## src/rtl/lms_defs.svh

```systemverilog
// Purpose: constants of the lighting mode sequencer
// Assumes: clk is the internal oscillator at its nominal rate
// Notes: times are kept in their own units; counts derive in the code
`ifndef LMS_DEFS_SVH
`define LMS_DEFS_SVH

// oscillator and timing figures
`define LMS_CLK_HZ 10000000
`define LMS_CLK_PERIOD_NS 100
`define LMS_STARTUP_MS 10
`define LMS_SOFTSTART_MS 20
`define LMS_SWITCH_HZ 1000000
`define LMS_MIN_PULSE_NS 45
`define LMS_MAX_DUTY_PCT 90
`define LMS_SOFT_DUTY_PCT 20

// serial bus slave address, value is arbitrary
`define LMS_BUS_ADDR 7'h2A

// register offsets
`define LMS_ADDR_BOOST_OUT 8'h0D
`define LMS_ADDR_CTRL 8'h10
`define LMS_ADDR_STATUS 8'h11

// control register fields
`define LMS_CTRL_RUN_BIT 0
`define LMS_CTRL_BOOST_BIT 1
`define LMS_CTRL_LOAD_BIT 2

// reset values and output-voltage limits
`define LMS_CTRL_RESET 8'h04
`define LMS_BOOST_OUT_RESET 8'h08
`define LMS_VOUT_MIN 8'h08
`define LMS_VOUT_MAX 8'h14

`endif

```

## src/rtl/lms_pkg.sv

```systemverilog
// Purpose: types shared by the mode sequencer files
// Assumes: nothing
// Notes: state codes are Gray along the usual path
package lms_pkg;

  typedef enum logic [2:0] {
    MODE_RESET = 3'h0,
    MODE_STANDBY = 3'h1,
    MODE_STARTUP = 3'h3,
    MODE_BOOST_START = 3'h2,
    MODE_NORMAL = 3'h6
  } lms_mode_type;

  typedef enum logic [3:0] {
    BUS_IDLE = 4'h0,
    BUS_ADDR = 4'h1,
    BUS_ADDR_ACK = 4'h3,
    BUS_PTR = 4'h2,
    BUS_PTR_ACK = 4'h6,
    BUS_WDATA = 4'h7,
    BUS_WDATA_ACK = 4'h5,
    BUS_RDATA = 4'hD,
    BUS_RDATA_ACK = 4'hC
  } lms_bus_type;

endpackage

```

## src/rtl/lms_mode_seq.sv

```systemverilog
// Purpose: operating modes and boost control of the lighting unit
// Assumes: clk is the internal oscillator; pins are asynchronous
// Notes: registers are reached over the two-wire serial bus
//
// Overview of operation
// - reset mode returns every internal register to its default
// - power-on reset active at startup; on release go to standby
// - run-request bit reads zero after power-on reset
// - standby with functions off while run-request is zero
// - writes accepted in standby, acting once startup completes
// - run-request high starts startup with a 10ms oscillator delay
// - thermal shutdown holds the device in startup until it clears
// - boost startup after startup if boost enabled, or from normal
// - boost runs 20ms in low-current pulse mode, then normal pulses
// - all LED outputs forced off during the 20ms soft start
// - boost enable low puts the converter in its own standby
// - normal mode accepts writes in any order, any bits at once
// - boost output value 8 to 20 selects that many volts
// - boost output value below 8 is used as 8
// - boost output value above 20 is used as 20
// - active load on by default; off allows pulse skipping
// - at least a minimum-width switch pulse every period
// - maximum duty cycle limited by digital logic
// - switching rate derived from the internal oscillator
// - boost output setting lives at offset 0DH, 08H is 8V
`timescale 1ns/100ps
`include "lms_defs.svh"
module lms_mode_seq #(
  parameter int STARTUP_CYC =
    `LMS_STARTUP_MS * (`LMS_CLK_HZ / 1000),
  parameter int SOFTSTART_CYC =
    `LMS_SOFTSTART_MS * (`LMS_CLK_HZ / 1000),
  parameter logic [6:0] BUS_ADDR = `LMS_BUS_ADDR
) (
  input wire logic clk,
  input wire logic rst_n,
  input wire logic externalResetLow,
  input wire logic porActive,
  input wire logic thermalShutdownEvent,
  input wire logic sclIn,
  input wire logic sdaIn,
  input wire logic currentTrip,
  input wire logic feedbackHigh,
  output logic sdaOut,
  output logic sdaOe_n,
  output lms_pkg::lms_mode_type modeOut,
  output logic internalBlocksOn,
  output logic ledForceOff,
  output logic boostSoftStart,
  output logic boostSwitch,
  output logic activeLoadOn,
  output logic [7:0] boostOutSetting
);
  import lms_pkg::*;

  // counts from the nominal oscillator rate
  localparam int PERIOD_CYC = `LMS_CLK_HZ / `LMS_SWITCH_HZ;
  localparam int MIN_RAW =
    (`LMS_MIN_PULSE_NS + `LMS_CLK_PERIOD_NS - 1) / `LMS_CLK_PERIOD_NS;
  localparam int MIN_ON_CYC = (MIN_RAW < 1) ? 1 : MIN_RAW;
  localparam int MAX_ON_CYC = PERIOD_CYC * `LMS_MAX_DUTY_PCT / 100;
  localparam int SOFT_RAW = PERIOD_CYC * `LMS_SOFT_DUTY_PCT / 100;
  localparam int SOFT_ON_CYC = (SOFT_RAW < MIN_ON_CYC) ? MIN_ON_CYC
                                                        : SOFT_RAW;
  localparam int NSYNC = 7;
  // idle levels: resets asserted, bus lines released high
  localparam logic [NSYNC-1:0] SYNC_INIT = 7'h2C;

  if (STARTUP_CYC < 1 || SOFTSTART_CYC < 1) begin : g_chk
    $error("startup delays must be at least one cycle");
  end

  // input synchronisers
  logic [NSYNC-1:0] pinRaw;
  logic [NSYNC-1:0] syncAReg;
  logic [NSYNC-1:0] syncBReg;
  logic extRstLowS;
  logic porS;
  logic tsdS;
  logic sclS;
  logic sdaS;
  logic tripS;
  logic fbHighS;
  logic sclDlyReg;
  logic sdaDlyReg;
  logic chipReset;

  // register file
  logic [7:0] ctrlReg;
  logic [7:0] boostOutReg;
  logic runReq;
  logic boostEn;
  logic loadEn;
  logic [7:0] readData;

  // bus engine
  lms_bus_type busState;
  logic [3:0] bitCntReg;
  logic [7:0] shiftReg;
  logic [7:0] ptrReg;
  logic rwReg;
  logic masterNackReg;
  logic wrStrobeReg;
  logic [7:0] wrAddrReg;
  logic [7:0] wrDataReg;
  logic sclRise;
  logic sclFall;
  logic startSeen;
  logic stopSeen;
  logic byteDone;

  // sequencer
  lms_mode_type modeReg;
  logic boostActiveReg;
  logic startupDone;
  logic softDone;
  logic startupClear;
  logic softClear;
  logic boostRun;

  assign pinRaw = {externalResetLow, porActive, thermalShutdownEvent,
                   sclIn, sdaIn, currentTrip, feedbackHigh};

  always_ff @(posedge clk) begin
    if (!rst_n) begin
      syncAReg <= SYNC_INIT;
      syncBReg <= SYNC_INIT;
    end else begin
      syncAReg <= pinRaw;
      syncBReg <= syncAReg;
    end
  end

  assign {extRstLowS, porS, tsdS, sclS, sdaS, tripS, fbHighS} = syncBReg;

  // either reset source holds the whole block in reset mode
  assign chipReset = !rst_n || porS || !extRstLowS;

  always_ff @(posedge clk) begin
    if (!rst_n) begin
      sclDlyReg <= 1'b1;
      sdaDlyReg <= 1'b1;
    end else begin
      sclDlyReg <= sclS;
      sdaDlyReg <= sdaS;
    end
  end

  assign sclRise = sclS && !sclDlyReg;
  assign sclFall = !sclS && sclDlyReg;
  assign startSeen = sclS && sclDlyReg && sdaDlyReg && !sdaS;
  assign stopSeen = sclS && sclDlyReg && !sdaDlyReg && sdaS;
  assign byteDone = (bitCntReg == 4'h8);

  // read mux; unmapped offsets read as zero
  always_comb begin
    readData = 8'h00;
    if (ptrReg == `LMS_ADDR_BOOST_OUT) begin
      readData = boostOutReg;
    end else if (ptrReg == `LMS_ADDR_CTRL) begin
      readData = ctrlReg;
    end else if (ptrReg == `LMS_ADDR_STATUS) begin
      readData = {5'h00, modeReg};
    end
  end

  // two-wire slave: pointer byte then data, pointer auto-increments
  always_ff @(posedge clk) begin
    wrStrobeReg <= 1'b0;
    if (chipReset) begin
      busState <= BUS_IDLE;
      bitCntReg <= 4'h0;
      shiftReg <= 8'h00;
      ptrReg <= 8'h00;
      rwReg <= 1'b0;
      masterNackReg <= 1'b0;
      wrAddrReg <= 8'h00;
      wrDataReg <= 8'h00;
      sdaOe_n <= 1'b1;
    end else if (startSeen) begin
      busState <= lms_pkg::BUS_ADDR;
      bitCntReg <= 4'h0;
      sdaOe_n <= 1'b1;
    end else if (stopSeen) begin
      busState <= BUS_IDLE;
      sdaOe_n <= 1'b1;
    end else if (sclRise) begin
      if (busState == lms_pkg::BUS_ADDR || busState == BUS_PTR ||
          busState == BUS_WDATA) begin
        shiftReg <= {shiftReg[6:0], sdaS};
        bitCntReg <= bitCntReg + 4'h1;
      end else if (busState == BUS_RDATA_ACK) begin
        masterNackReg <= sdaS;
      end
    end else if (sclFall) begin
      unique case (busState)
        BUS_IDLE: begin
          sdaOe_n <= 1'b1;
        end
        lms_pkg::BUS_ADDR: begin
          // the bare name is the address parameter, not the state
          if (byteDone && shiftReg[7:1] == BUS_ADDR) begin
            busState <= BUS_ADDR_ACK;
            rwReg <= shiftReg[0];
            sdaOe_n <= 1'b0;
          end else if (byteDone) begin
            busState <= BUS_IDLE;
          end
        end
        BUS_ADDR_ACK: begin
          if (rwReg) begin
            busState <= BUS_RDATA;
            sdaOe_n <= readData[7];
            shiftReg <= {readData[6:0], 1'b0};
            bitCntReg <= 4'h1;
          end else begin
            busState <= BUS_PTR;
            sdaOe_n <= 1'b1;
            bitCntReg <= 4'h0;
          end
        end
        BUS_PTR: begin
          if (byteDone) begin
            ptrReg <= shiftReg;
            busState <= BUS_PTR_ACK;
            sdaOe_n <= 1'b0;
          end
        end
        BUS_PTR_ACK, BUS_WDATA_ACK: begin
          busState <= BUS_WDATA;
          sdaOe_n <= 1'b1;
          bitCntReg <= 4'h0;
        end
        BUS_WDATA: begin
          // accepted in every mode but reset, standby included
          if (byteDone) begin
            wrStrobeReg <= 1'b1;
            wrAddrReg <= ptrReg;
            wrDataReg <= shiftReg;
            ptrReg <= ptrReg + 8'h01;
            busState <= BUS_WDATA_ACK;
            sdaOe_n <= 1'b0;
          end
        end
        BUS_RDATA: begin
          if (byteDone) begin
            sdaOe_n <= 1'b1;
            ptrReg <= ptrReg + 8'h01;
            busState <= BUS_RDATA_ACK;
          end else begin
            sdaOe_n <= shiftReg[7];
            shiftReg <= {shiftReg[6:0], 1'b0};
            bitCntReg <= bitCntReg + 4'h1;
          end
        end
        BUS_RDATA_ACK: begin
          if (masterNackReg) begin
            busState <= BUS_IDLE;
          end else begin
            busState <= BUS_RDATA;
            sdaOe_n <= readData[7];
            shiftReg <= {readData[6:0], 1'b0};
            bitCntReg <= 4'h1;
          end
        end
      endcase
    end
  end

  // open drain: the line is only ever pulled low
  always_ff @(posedge clk) begin
    sdaOut <= 1'b0;
  end

  // whole-byte writes, so any bits change together
  always_ff @(posedge clk) begin
    if (chipReset) begin
      ctrlReg <= `LMS_CTRL_RESET;
      boostOutReg <= `LMS_BOOST_OUT_RESET;
    end else if (wrStrobeReg) begin
      if (wrAddrReg == `LMS_ADDR_CTRL) begin
        ctrlReg <= {5'h00, wrDataReg[2:0]};
      end else if (wrAddrReg == `LMS_ADDR_BOOST_OUT) begin
        boostOutReg <= wrDataReg;
      end
    end
  end

  assign runReq = ctrlReg[`LMS_CTRL_RUN_BIT];
  assign boostEn = ctrlReg[`LMS_CTRL_BOOST_BIT];
  assign loadEn = ctrlReg[`LMS_CTRL_LOAD_BIT];

  // thermal event restarts the oscillator delay
  assign startupClear = (modeReg != MODE_STARTUP) || tsdS;
  assign softClear = (modeReg != MODE_BOOST_START);

  lms_delay_timer #(
    .CYCLES(STARTUP_CYC)
  ) u_startup_timer (
    .clk(clk),
    .rst_n(rst_n),
    .clear(startupClear),
    .done(startupDone)
  );

  lms_delay_timer #(
    .CYCLES(SOFTSTART_CYC)
  ) u_soft_timer (
    .clk(clk),
    .rst_n(rst_n),
    .clear(softClear),
    .done(softDone)
  );

  always_ff @(posedge clk) begin
    if (chipReset) begin
      modeReg <= MODE_RESET;
    end else begin
      unique case (modeReg)
        MODE_RESET: begin
          modeReg <= MODE_STANDBY;
        end
        MODE_STANDBY: begin
          if (runReq) begin
            modeReg <= MODE_STARTUP;
          end
        end
        MODE_STARTUP: begin
          if (!runReq) begin
            modeReg <= MODE_STANDBY;
          end else if (!tsdS && startupDone && boostEn) begin
            modeReg <= MODE_BOOST_START;
          end else if (!tsdS && startupDone) begin
            modeReg <= MODE_NORMAL;
          end
        end
        MODE_BOOST_START: begin
          if (!runReq) begin
            modeReg <= MODE_STANDBY;
          end else if (tsdS) begin
            modeReg <= MODE_STARTUP;
          end else if (!boostEn || softDone) begin
            modeReg <= MODE_NORMAL;
          end
        end
        MODE_NORMAL: begin
          if (!runReq) begin
            modeReg <= MODE_STANDBY;
          end else if (tsdS) begin
            modeReg <= MODE_STARTUP;
          end else if (boostEn && !boostActiveReg) begin
            modeReg <= MODE_BOOST_START;
          end
        end
        default: begin
          modeReg <= MODE_RESET;
        end
      endcase
    end
  end

  // converter running at full pulse width after its soft start
  always_ff @(posedge clk) begin
    if (chipReset) begin
      boostActiveReg <= 1'b0;
    end else if (modeReg == MODE_BOOST_START && softDone && boostEn &&
                 runReq && !tsdS) begin
      boostActiveReg <= 1'b1;
    end else if (!boostEn || modeReg != MODE_NORMAL) begin
      boostActiveReg <= 1'b0;
    end
  end

  assign boostRun = (modeReg == MODE_BOOST_START && boostEn) ||
                    (modeReg == MODE_NORMAL && boostActiveReg && boostEn);

  // outputs registered, one cycle behind the mode
  always_ff @(posedge clk) begin
    if (chipReset) begin
      modeOut <= MODE_RESET;
      internalBlocksOn <= 1'b0;
      ledForceOff <= 1'b1;
      boostSoftStart <= 1'b0;
      activeLoadOn <= 1'b0;
    end else begin
      modeOut <= modeReg;
      internalBlocksOn <= (modeReg == MODE_STARTUP) ||
                          (modeReg == MODE_BOOST_START) ||
                          (modeReg == MODE_NORMAL);
      ledForceOff <= (modeReg != MODE_NORMAL);
      boostSoftStart <= (modeReg == MODE_BOOST_START);
      activeLoadOn <= boostRun && loadEn;
    end
  end

  // register value clamped to the 8..20 range before use
  always_ff @(posedge clk) begin
    if (chipReset) begin
      boostOutSetting <= `LMS_VOUT_MIN;
    end else if (boostOutReg < `LMS_VOUT_MIN) begin
      boostOutSetting <= `LMS_VOUT_MIN;
    end else if (boostOutReg > `LMS_VOUT_MAX) begin
      boostOutSetting <= `LMS_VOUT_MAX;
    end else begin
      boostOutSetting <= boostOutReg;
    end
  end

  // pulse module output is already a flop
  lms_switch_pwm #(
    .PERIOD(PERIOD_CYC),
    .MIN_ON(MIN_ON_CYC),
    .MAX_ON(MAX_ON_CYC),
    .SOFT_ON(SOFT_ON_CYC)
  ) u_switch (
    .clk(clk),
    .rst_n(!chipReset),
    .run(boostRun),
    .softStart(modeReg == MODE_BOOST_START),
    .activeLoad(loadEn),
    .currentTrip(tripS),
    .feedbackHigh(fbHighS),
    .switchOn(boostSwitch)
  );
endmodule

```

## src/rtl/lms_delay_timer.sv

```systemverilog
// Purpose: one-shot delay counted in oscillator cycles
// Assumes: clear is high while the delay is not wanted
// Notes: done stays high until clear returns
`timescale 1ns/100ps
module lms_delay_timer #(
  parameter int CYCLES = 100000
) (
  input wire logic clk,
  input wire logic rst_n,
  input wire logic clear,
  output logic done
);
  localparam int W = $clog2(CYCLES + 1);

  logic [W-1:0] countReg;

  if (CYCLES < 1) begin : g_chk
    $error("delay must be at least one cycle");
  end

  always_ff @(posedge clk) begin
    if (!rst_n || clear) begin
      countReg <= '0;
      done <= 1'b0;
    end else if (countReg == W'(CYCLES - 1)) begin
      done <= 1'b1;
    end else begin
      countReg <= countReg + 1'b1;
    end
  end
endmodule

```

## src/rtl/lms_switch_pwm.sv

```systemverilog
// Purpose: boost switch pulse timing
// Assumes: currentTrip and feedbackHigh already synchronised
// Notes: the analog loop only ends or skips a pulse; timing is all digital
`timescale 1ns/100ps
module lms_switch_pwm #(
  parameter int PERIOD = 10,
  parameter int MIN_ON = 1,
  parameter int MAX_ON = 9,
  parameter int SOFT_ON = 2
) (
  input wire logic clk,
  input wire logic rst_n,
  input wire logic run,
  input wire logic softStart,
  input wire logic activeLoad,
  input wire logic currentTrip,
  input wire logic feedbackHigh,
  output logic switchOn
);
  localparam int W = $clog2(PERIOD + 1);

  logic [W-1:0] phaseReg;
  logic [W-1:0] onCntReg;
  logic [W-1:0] onLimit;
  logic [W-1:0] onElapsed;
  logic skip;

  if (MIN_ON < 1 || MAX_ON >= PERIOD || SOFT_ON < MIN_ON ||
      SOFT_ON > MAX_ON) begin : g_chk
    $error("switch pulse limits do not fit the period");
  end

  // low-current soft start caps the pulse well below the duty limit
  assign onLimit = softStart ? W'(SOFT_ON) : W'(MAX_ON);
  assign onElapsed = onCntReg + 1'b1;
  // skipping only allowed with the active load switched off
  assign skip = !activeLoad && feedbackHigh;

  always_ff @(posedge clk) begin
    if (!rst_n || !run) begin
      phaseReg <= '0;
    end else if (phaseReg == W'(PERIOD - 1)) begin
      phaseReg <= '0;
    end else begin
      phaseReg <= phaseReg + 1'b1;
    end
  end

  always_ff @(posedge clk) begin
    if (!rst_n || !run) begin
      switchOn <= 1'b0;
      onCntReg <= '0;
    end else if (phaseReg == W'(PERIOD - 1)) begin
      switchOn <= !skip;
      onCntReg <= '0;
    end else if (switchOn) begin
      onCntReg <= onElapsed;
      // trip ends the pulse only after the minimum width
      if (onElapsed >= onLimit) begin
        switchOn <= 1'b0;
      end else if (currentTrip && onElapsed >= W'(MIN_ON)) begin
        switchOn <= 1'b0;
      end
    end
  end
endmodule

```

## config.mk

```make
export PLATFORM = sky130hd
export DESIGN_NAME = lms_mode_seq
export DESIGN_NICKNAME = d
export VERILOG_FILES = /design/src/rtl/lms_pkg.sv /design/src/rtl/lms_mode_seq.sv /design/src/rtl/lms_delay_timer.sv /design/src/rtl/lms_switch_pwm.sv
export VERILOG_INCLUDE_DIRS = /design/src /design/src/rtl
export SDC_FILE = /design/constraint.sdc
export NUM_CORES = 1
export LEC_CHECK = 0
export BUFFER_PORTS_ARGS = -buffer_cell sky130_fd_sc_hd__buf_2
export CAP_MARGIN = 20
export CORE_MARGIN = 2
export CORE_UTILIZATION = 50
export CTS_CLUSTER_SIZE = 30
export DETAILED_ROUTE_END_ITERATION = 10
export GPL_ROUTABILITY_DRIVEN = 0
export GPL_TIMING_DRIVEN = 0
export HOLD_SLACK_MARGIN = 0.02
export PLACE_DENSITY = 0.77
export SLEW_MARGIN = 5
export SYNTH_ARGS = -nofsm -noshare
export SYNTH_HDL_FRONTEND = slang
export SYNTH_SLANG_ARGS = --single-unit
```

## constraint.sdc

```tcl
create_clock -name clk -period 5.25 [get_ports clk]
set_input_delay 0.7875 -clock clk [delete_from_list [all_inputs] [get_ports clk]]
set_output_delay 0.7875 -clock clk [all_outputs]
set_load 0.01 [all_outputs]
```

# Word-level counts from Yosys, hierarchy flattened
# Cells that the tools add are included.
# Widths: inputs -> output; s select.
[totals] ff_bits=136 inputBits=9 out_inout_bits=18 wordCells=232
[classes] add_sub_neg=6 order_cmp=4 n_eq_ne=46 n_mux=58 bitwise_logic=7 reduce_logical=78
[op_table] operator="$mux 8" count=9
[op_table] operator="$mux 4" count=13
[op_table] operator="$mux 3" count=12
[op_table] operator="$pmux 4 s7" count=1
[op_table] operator="$eq 8x5->1 const B" count=3
[op_table] operator="$ne 4x4->1 const B" count=6
[op_table] operator="$pmux 8 s3" count=1
[op_table] operator="$logic_and 1x1->1" count=21
[op_table] operator="$reduce_and 7->1" count=3
[op_table] operator="$add 18x1->18 const B" count=1
[op_table] operator="$eq 18x18->1 const B" count=1
[op_table] operator="$reduce_and 6->1" count=3
[op_table] operator="$add 17x1->17 const B" count=1
[op_table] operator="$eq 17x17->1 const B" count=1
[op_table] operator="$mux 1" count=17
[op_table] operator="$eq 4x4->1 const B" count=4
[op_table] operator="$eq 8x4->1 const B" count=2
[op_table] operator="$pmux 4 s4" count=1
[op_table] operator="$pmux 8 s2" count=1
[op_table] operator="$pmux 3 s5" count=1
[op_table] operator="$logic_or 1x1->1" count=13
[op_table] operator="$add 4x1->4 const B" count=3
[op_table] operator="$eq 4x3->1 const B" count=3
[op_table] operator="$logic_not 1->1" count=12
[op_table] operator="36 further kinds" count=66

# Longest topological paths before layout
[depth] depth_word=8 ltp_mapped=10 mapped_depth_nobuf=9

# By module
# From an unflattened synthesis, not the netlist that was laid out.
[hier_totals] hier_cells=723 hier_area_um2=6398.6
[modules_own_cells] module="lms_mode_seq" n_inst=1 cells_each=469 area_each_um2=4113.9 seq_area_each_um2=1801.7
[modules_own_cells] module="lms_delay_timer (u_soft_timer)" n_inst=1 cells_each=103 area_each_um2=919.6 seq_area_each_um2=380.4
[modules_own_cells] module="lms_delay_timer (u_startup_timer)" n_inst=1 cells_each=95 area_each_um2=847.1 seq_area_each_um2=360.3
[modules_own_cells] module="lms_switch_pwm" n_inst=1 cells_each=56 area_each_um2=518.0 seq_area_each_um2=180.2

# Worst setup path after synthesis
# Ideal clock, no wire load.
[synth_timing] path_type="reg2reg" startpoint="register modeReg[0]" endpoint="register u_switch.switchOn" setup_time_ps=86 t_arrival_ps=1907 required_ps=5164 path_slack_ps=3258 stages_incl_launch_ff=11 path_buffers=1 synth_period_minus_slack_ps=1992 path_cell_list="dfxtp_1 clkbuf_1 nand2b_1 nor2_1 inv_1 ha_1 nand2b_1 a221o_1 nand2_1 nand4b_1 a211oi_1"
[synth_via] elab_chain_cells=6 word_cells_on_any_way=13 cone_classes="order compare: 1; eq/ne: 2; mux: 4; reduce/logical: 6"
[synth_rtl] item="from (decl)" line_no="lms_mode_seq.sv:113" source="lms_mode_type modeReg;"
[synth_rtl] item="from (signal assigned)" line_no="lms_mode_seq.sv:317" source="modeReg <= MODE_RESET;"
[synth_rtl] item="from (signal assigned)" line_no="lms_mode_seq.sv:321" source="modeReg <= MODE_STANDBY;"
[synth_rtl] item="from (signal assigned)" line_no="lms_mode_seq.sv:325" source="modeReg <= MODE_STARTUP;"
[synth_rtl] item="$eq 3x2->1 *" line_no="lms_mode_seq.sv:419" source=".softStart(modeReg == MODE_BOOST_START),"
[synth_rtl] item="named net u_switch.softStart" line_no="lms_switch_pwm.sv:14" source="input wire logic softStart,"
[synth_rtl] item="$mux 4" line_no="lms_switch_pwm.sv:34" source="assign onLimit = softStart ? W'(SOFT_ON) : W'(MAX_ON);"
[synth_rtl] item="$ge 4x4->1" line_no="lms_switch_pwm.sv:59" source="if (onElapsed >= onLimit) begin"
[synth_rtl] item="$mux 1" line_no="lms_switch_pwm.sv:59"
[synth_rtl] item="$mux 1" line_no="lms_switch_pwm.sv:56" source="end else if (switchOn) begin"
[synth_rtl] item="$mux 1" line_no="lms_switch_pwm.sv:53" source="end else if (phaseReg == W'(PERIOD - 1)) begin"
[synth_rtl] item="to (signal assigned)" line_no="lms_switch_pwm.sv:54" source="switchOn <= !skip;"
[synth_rtl] item="to (decl)" line_no="lms_switch_pwm.sv:18" source="output logic switchOn"
# Mark *: on every way through the listed nets, which the timed path passes. The rest lies on a longest branch.
# A chain may end at the register's enable or synchronous reset.

# Worst setup path after layout
# Same ends and word-level chain as after synthesis.

==> summary.md <==
| Metric | Value |
|---|---|
| Status | complete, no violations |
| Combinational power share | under 10% |
| Cells after Synth | between 700 and 800 |
| Post-synthesis mux area share | 6.00% |
| Int Power | about 1.7 mW |
| WL final | 14100 um |
| Vias | 5335 |
| TritonCTS clock tree | built |
| Multi-input logic area | around 3400 um^2 |
| Worst Skew | a little under 0.006 ns |
| Initial Utilization | roughly half |
| Worst-path clk slew | roughly 0.05 ns |
| Post-layout net count | roughly 790 |
| Vias per Instance | roughly 5.6 |
| First-pass GRT wire length | around 23000 um |
| Setup TNS | 0 ns |
| Row cnt | 41 |
| CTS buffer count | 17 |
| Post-DP Area | just under 7000 um^2 |
| Simple-gate share of the synthesized area | about a quarter |
| HPWL after DPL | about 10000 um |
| Global route overflow | 0 |
| YS warnings | 0 |
| Synthesized-area fraction occupied by adder cells | 3.49% |
| Layout fillers | between 1k and 1.5k |
| DR iter-0 viols | between 300 and 400 |
| Port Buf Inserts | 25 |
| Vias in the first global route | about 5.0k |
| Main combinational cell family by area after synthesis | simple AND/OR/NAND/NOR gates |
| Endpoint type of the worst setup path | flip-flop |
| Antenna cells | 0 |
| Post-synth EDFFs | 0 |
| Distinct cells, synth | 75 |
| Slowest cell on crit path | a221o_1 |
| Tot GR Track Use | 21.5% |
| Maximum vdd ir drop | about 0.22 mV |
| Yosys reg bits | 136 |
| Synth Flop Type | dfxtp_1 |
| Crit Path Max Fanout | 9 |
| Clock Tree Buf Depth | 2 |
| DR DRC count | 0 |
| Initial DRT Pass Iterations | 5 |
| CTS sink cnt | ~140 |
| Final non-filler cell area | approximately 7300 um^2 |
| Synth Area in Compound Gates | between 10% and 20% |
| P&R area growth vs syn | 14.1% |
| Mapped cell area | around 6400 um^2 |
| Slew margin rel. | between 30% and 40% |
| H-tree depth | 4 |
| Tmin final | around 2.3 ns |
| Clock power frac | just over 50% |
| Cells along the critical path | clkbuf_1, nand2b_1, nor2_1, inv_1, ha_1, nand2b_1, a221o_1, nand2_1, nand4b_1, a211oi_1 |
| Register Area | 2720 um^2 |
| Synth Area per Inst | 8.94 um^2 |
| Most common cell after layout, fill and taps aside | dfxtp_1 |
| Full die area | between 10000 and 15000 um^2 |
| Hold Slack | ~0.40 ns |
| Initial antenna violation count | 0 |
| Async SR Flop Fraction | 0% |
| Hold WC Path Type | flip-flop to flip-flop |
| CTS Root Cell | clkbuf_16 |
| ANT nets after route | 0 |
| CP Launch Type | flip-flop |
| Max incr delay on CP | ~0.36 ns |
| Worst-Skew Late Latency | roughly 0.42 ns |
| Final Cycle Share | approximately 45% |
| Unrepaired setup endpoints after global routing | false |
| Fmax | roughly 430 MHz |
| Power Density | around 300 nW/um^2 |
| Delay-heaviest family, CP | simple AND/OR/NAND/NOR gates |
| Post-CTS sizing | 0 |
| Maxcap violations | 0 |
| Avg WL per Cell | roughly 15 um |
| Switch Pwr | about 440 uW |
| Leakage power | 2.52 nW |
| Arrival time at the worst endpoint | 2.68 ns |
| Hold_buf cts | 0 |
| Worst path bufs/invs | 2 |
| Final setup violation count | 0 |
| Die H | between 100 and 150 um |
| Core Area | roughly 13000 um^2 |
| Tightest Pin Transition | 0.956 ns |
| Switch share | approximately 20% |
| Ports | 27 |
| Most frequent CP cell | nand2b_1 |
| Die X | ~120 um |
| Sequential fraction of the synthesis area | between 40% and 50% |
| Largest net degree at the start of global routing | 17 |
| Post-CTS Setup Bufs | 0 |
| Final Max Slew Viols | 0 |
| Most frequent cells in the layout | 136 x dfxtp_1, 99 x nor2_1, 50 x nand2_1 |
| Hold Violations, Final | 0 |
| Worst setup path class | flip-flop to flip-flop |
| Share of cells above drive strength 1 | 11.9% |
| CP required | between 5 and 6 ns |
| Reg power frac | between 40 and 50% |
| Post-Synth XOR/XNOR Area | around 5.1% |
-- layer usage --
metal | global-route usage (%) | wire length (um)
met5 | 0 | 0
met4 | 9.41 | 316
met3 | 4.33 | 736
met2 | 36.5 | 6950
met1 | 26.6 | 6140
-- power by group through the flow --
stage,registers [mW],logic [mW],clock network (mW)
6_report,1.04,0.0324,1.10
2_1_floorplan,1.06,0.0211,0
4_1_cts,1.04,0.0320,1.12
3_3_place_gp,1.06,0.0311,0
3_5_place_dp,1.06,0.0318,0
5_1_grt,1.04,0.0358,1.16
-- stage by stage --
| stage | std cells | power, mW | util, % | setup WS (ns) |
|---|---|---|---|---|
| after floorplan | 717 | 1.08 | - | 3.26 |
| after global placement | 914 | 1.09 | 53.8 | 2.71 |
| after detailed placement | 914 | 1.10 | 53.8 | 2.62 |
| after CTS | 945 | 2.19 | 58.2 | 2.89 |
| after global routing | 945 | 2.24 | 58.2 | 2.79 |
| final | 945 | 2.18 | 58.2 | 2.91 |
-- cell usage after synthesis (14+ instances only) --
cell        n  area share, %
a21oi_1    36            2.8
and2_1     18            1.8
clkbuf_1   14           0.82
dfxtp_1   136             43
ha_1       17            3.3
inv_1      22            1.3
mux2i_1    36            5.6
nand2_1    50            2.9
nand2b_1   19            1.9
nand3_1    25            2.0
nor2_1     99            5.8
nor3_1     14            1.1
o21ai_0    24            1.9
xnor2_1    16            2.2
xor2_1     21            2.9
-- final cells by class --
class / count / area share [%]
tap: 172 / 2.96
sequential: 136 / 37.4
inverter: 22 / 1.13
clock buffer: 22 / 6.51
timing repair buffer: 25 / 1.72
clock inverter: 9 / 1.03
multi-input combinational: 527 / 47.0
buffer: 32 / 2.25
-- registers in the layout (all words and copies together) (netlist names), 7 cells and up --
register and cells:
boostOutSetting 8, syncAReg 7, ptrReg 8, u_soft_timer.countReg 18, boostOutReg 8, syncBReg 7, shiftReg 8, wrDataReg 8
wrAddrReg 8, u_startup_timer.countReg 17
-- final timing paths --
check	start	to	slack [ns]	depth (start not counted)
worst max register to register	modeReg[0]	u_switch.switchOn	2.91	10
worst min-delay path	syncAReg[5]	syncBReg[5]	0.40	1
worst min register to register	syncAReg[5]	syncBReg[5]	0.40	1
worst max-delay path	modeReg[0]	u_switch.switchOn	2.91	10
-- cells by family (layout without fill, tap and decap cells) --
group / after synthesis / in the layout
buffers and inverters: 54 / 110
DFF: 136 / 136
xor gates and xnor gates: 37 / 37
adders and majority gates: 18 / 18
muxes: 38 / 38
and+or+nand+nor: 311 / 311
AOI/OAI and AO/OA: 119 / 119
other: 1 / 4
Note: power is estimated with default switching activity, not from simulation.
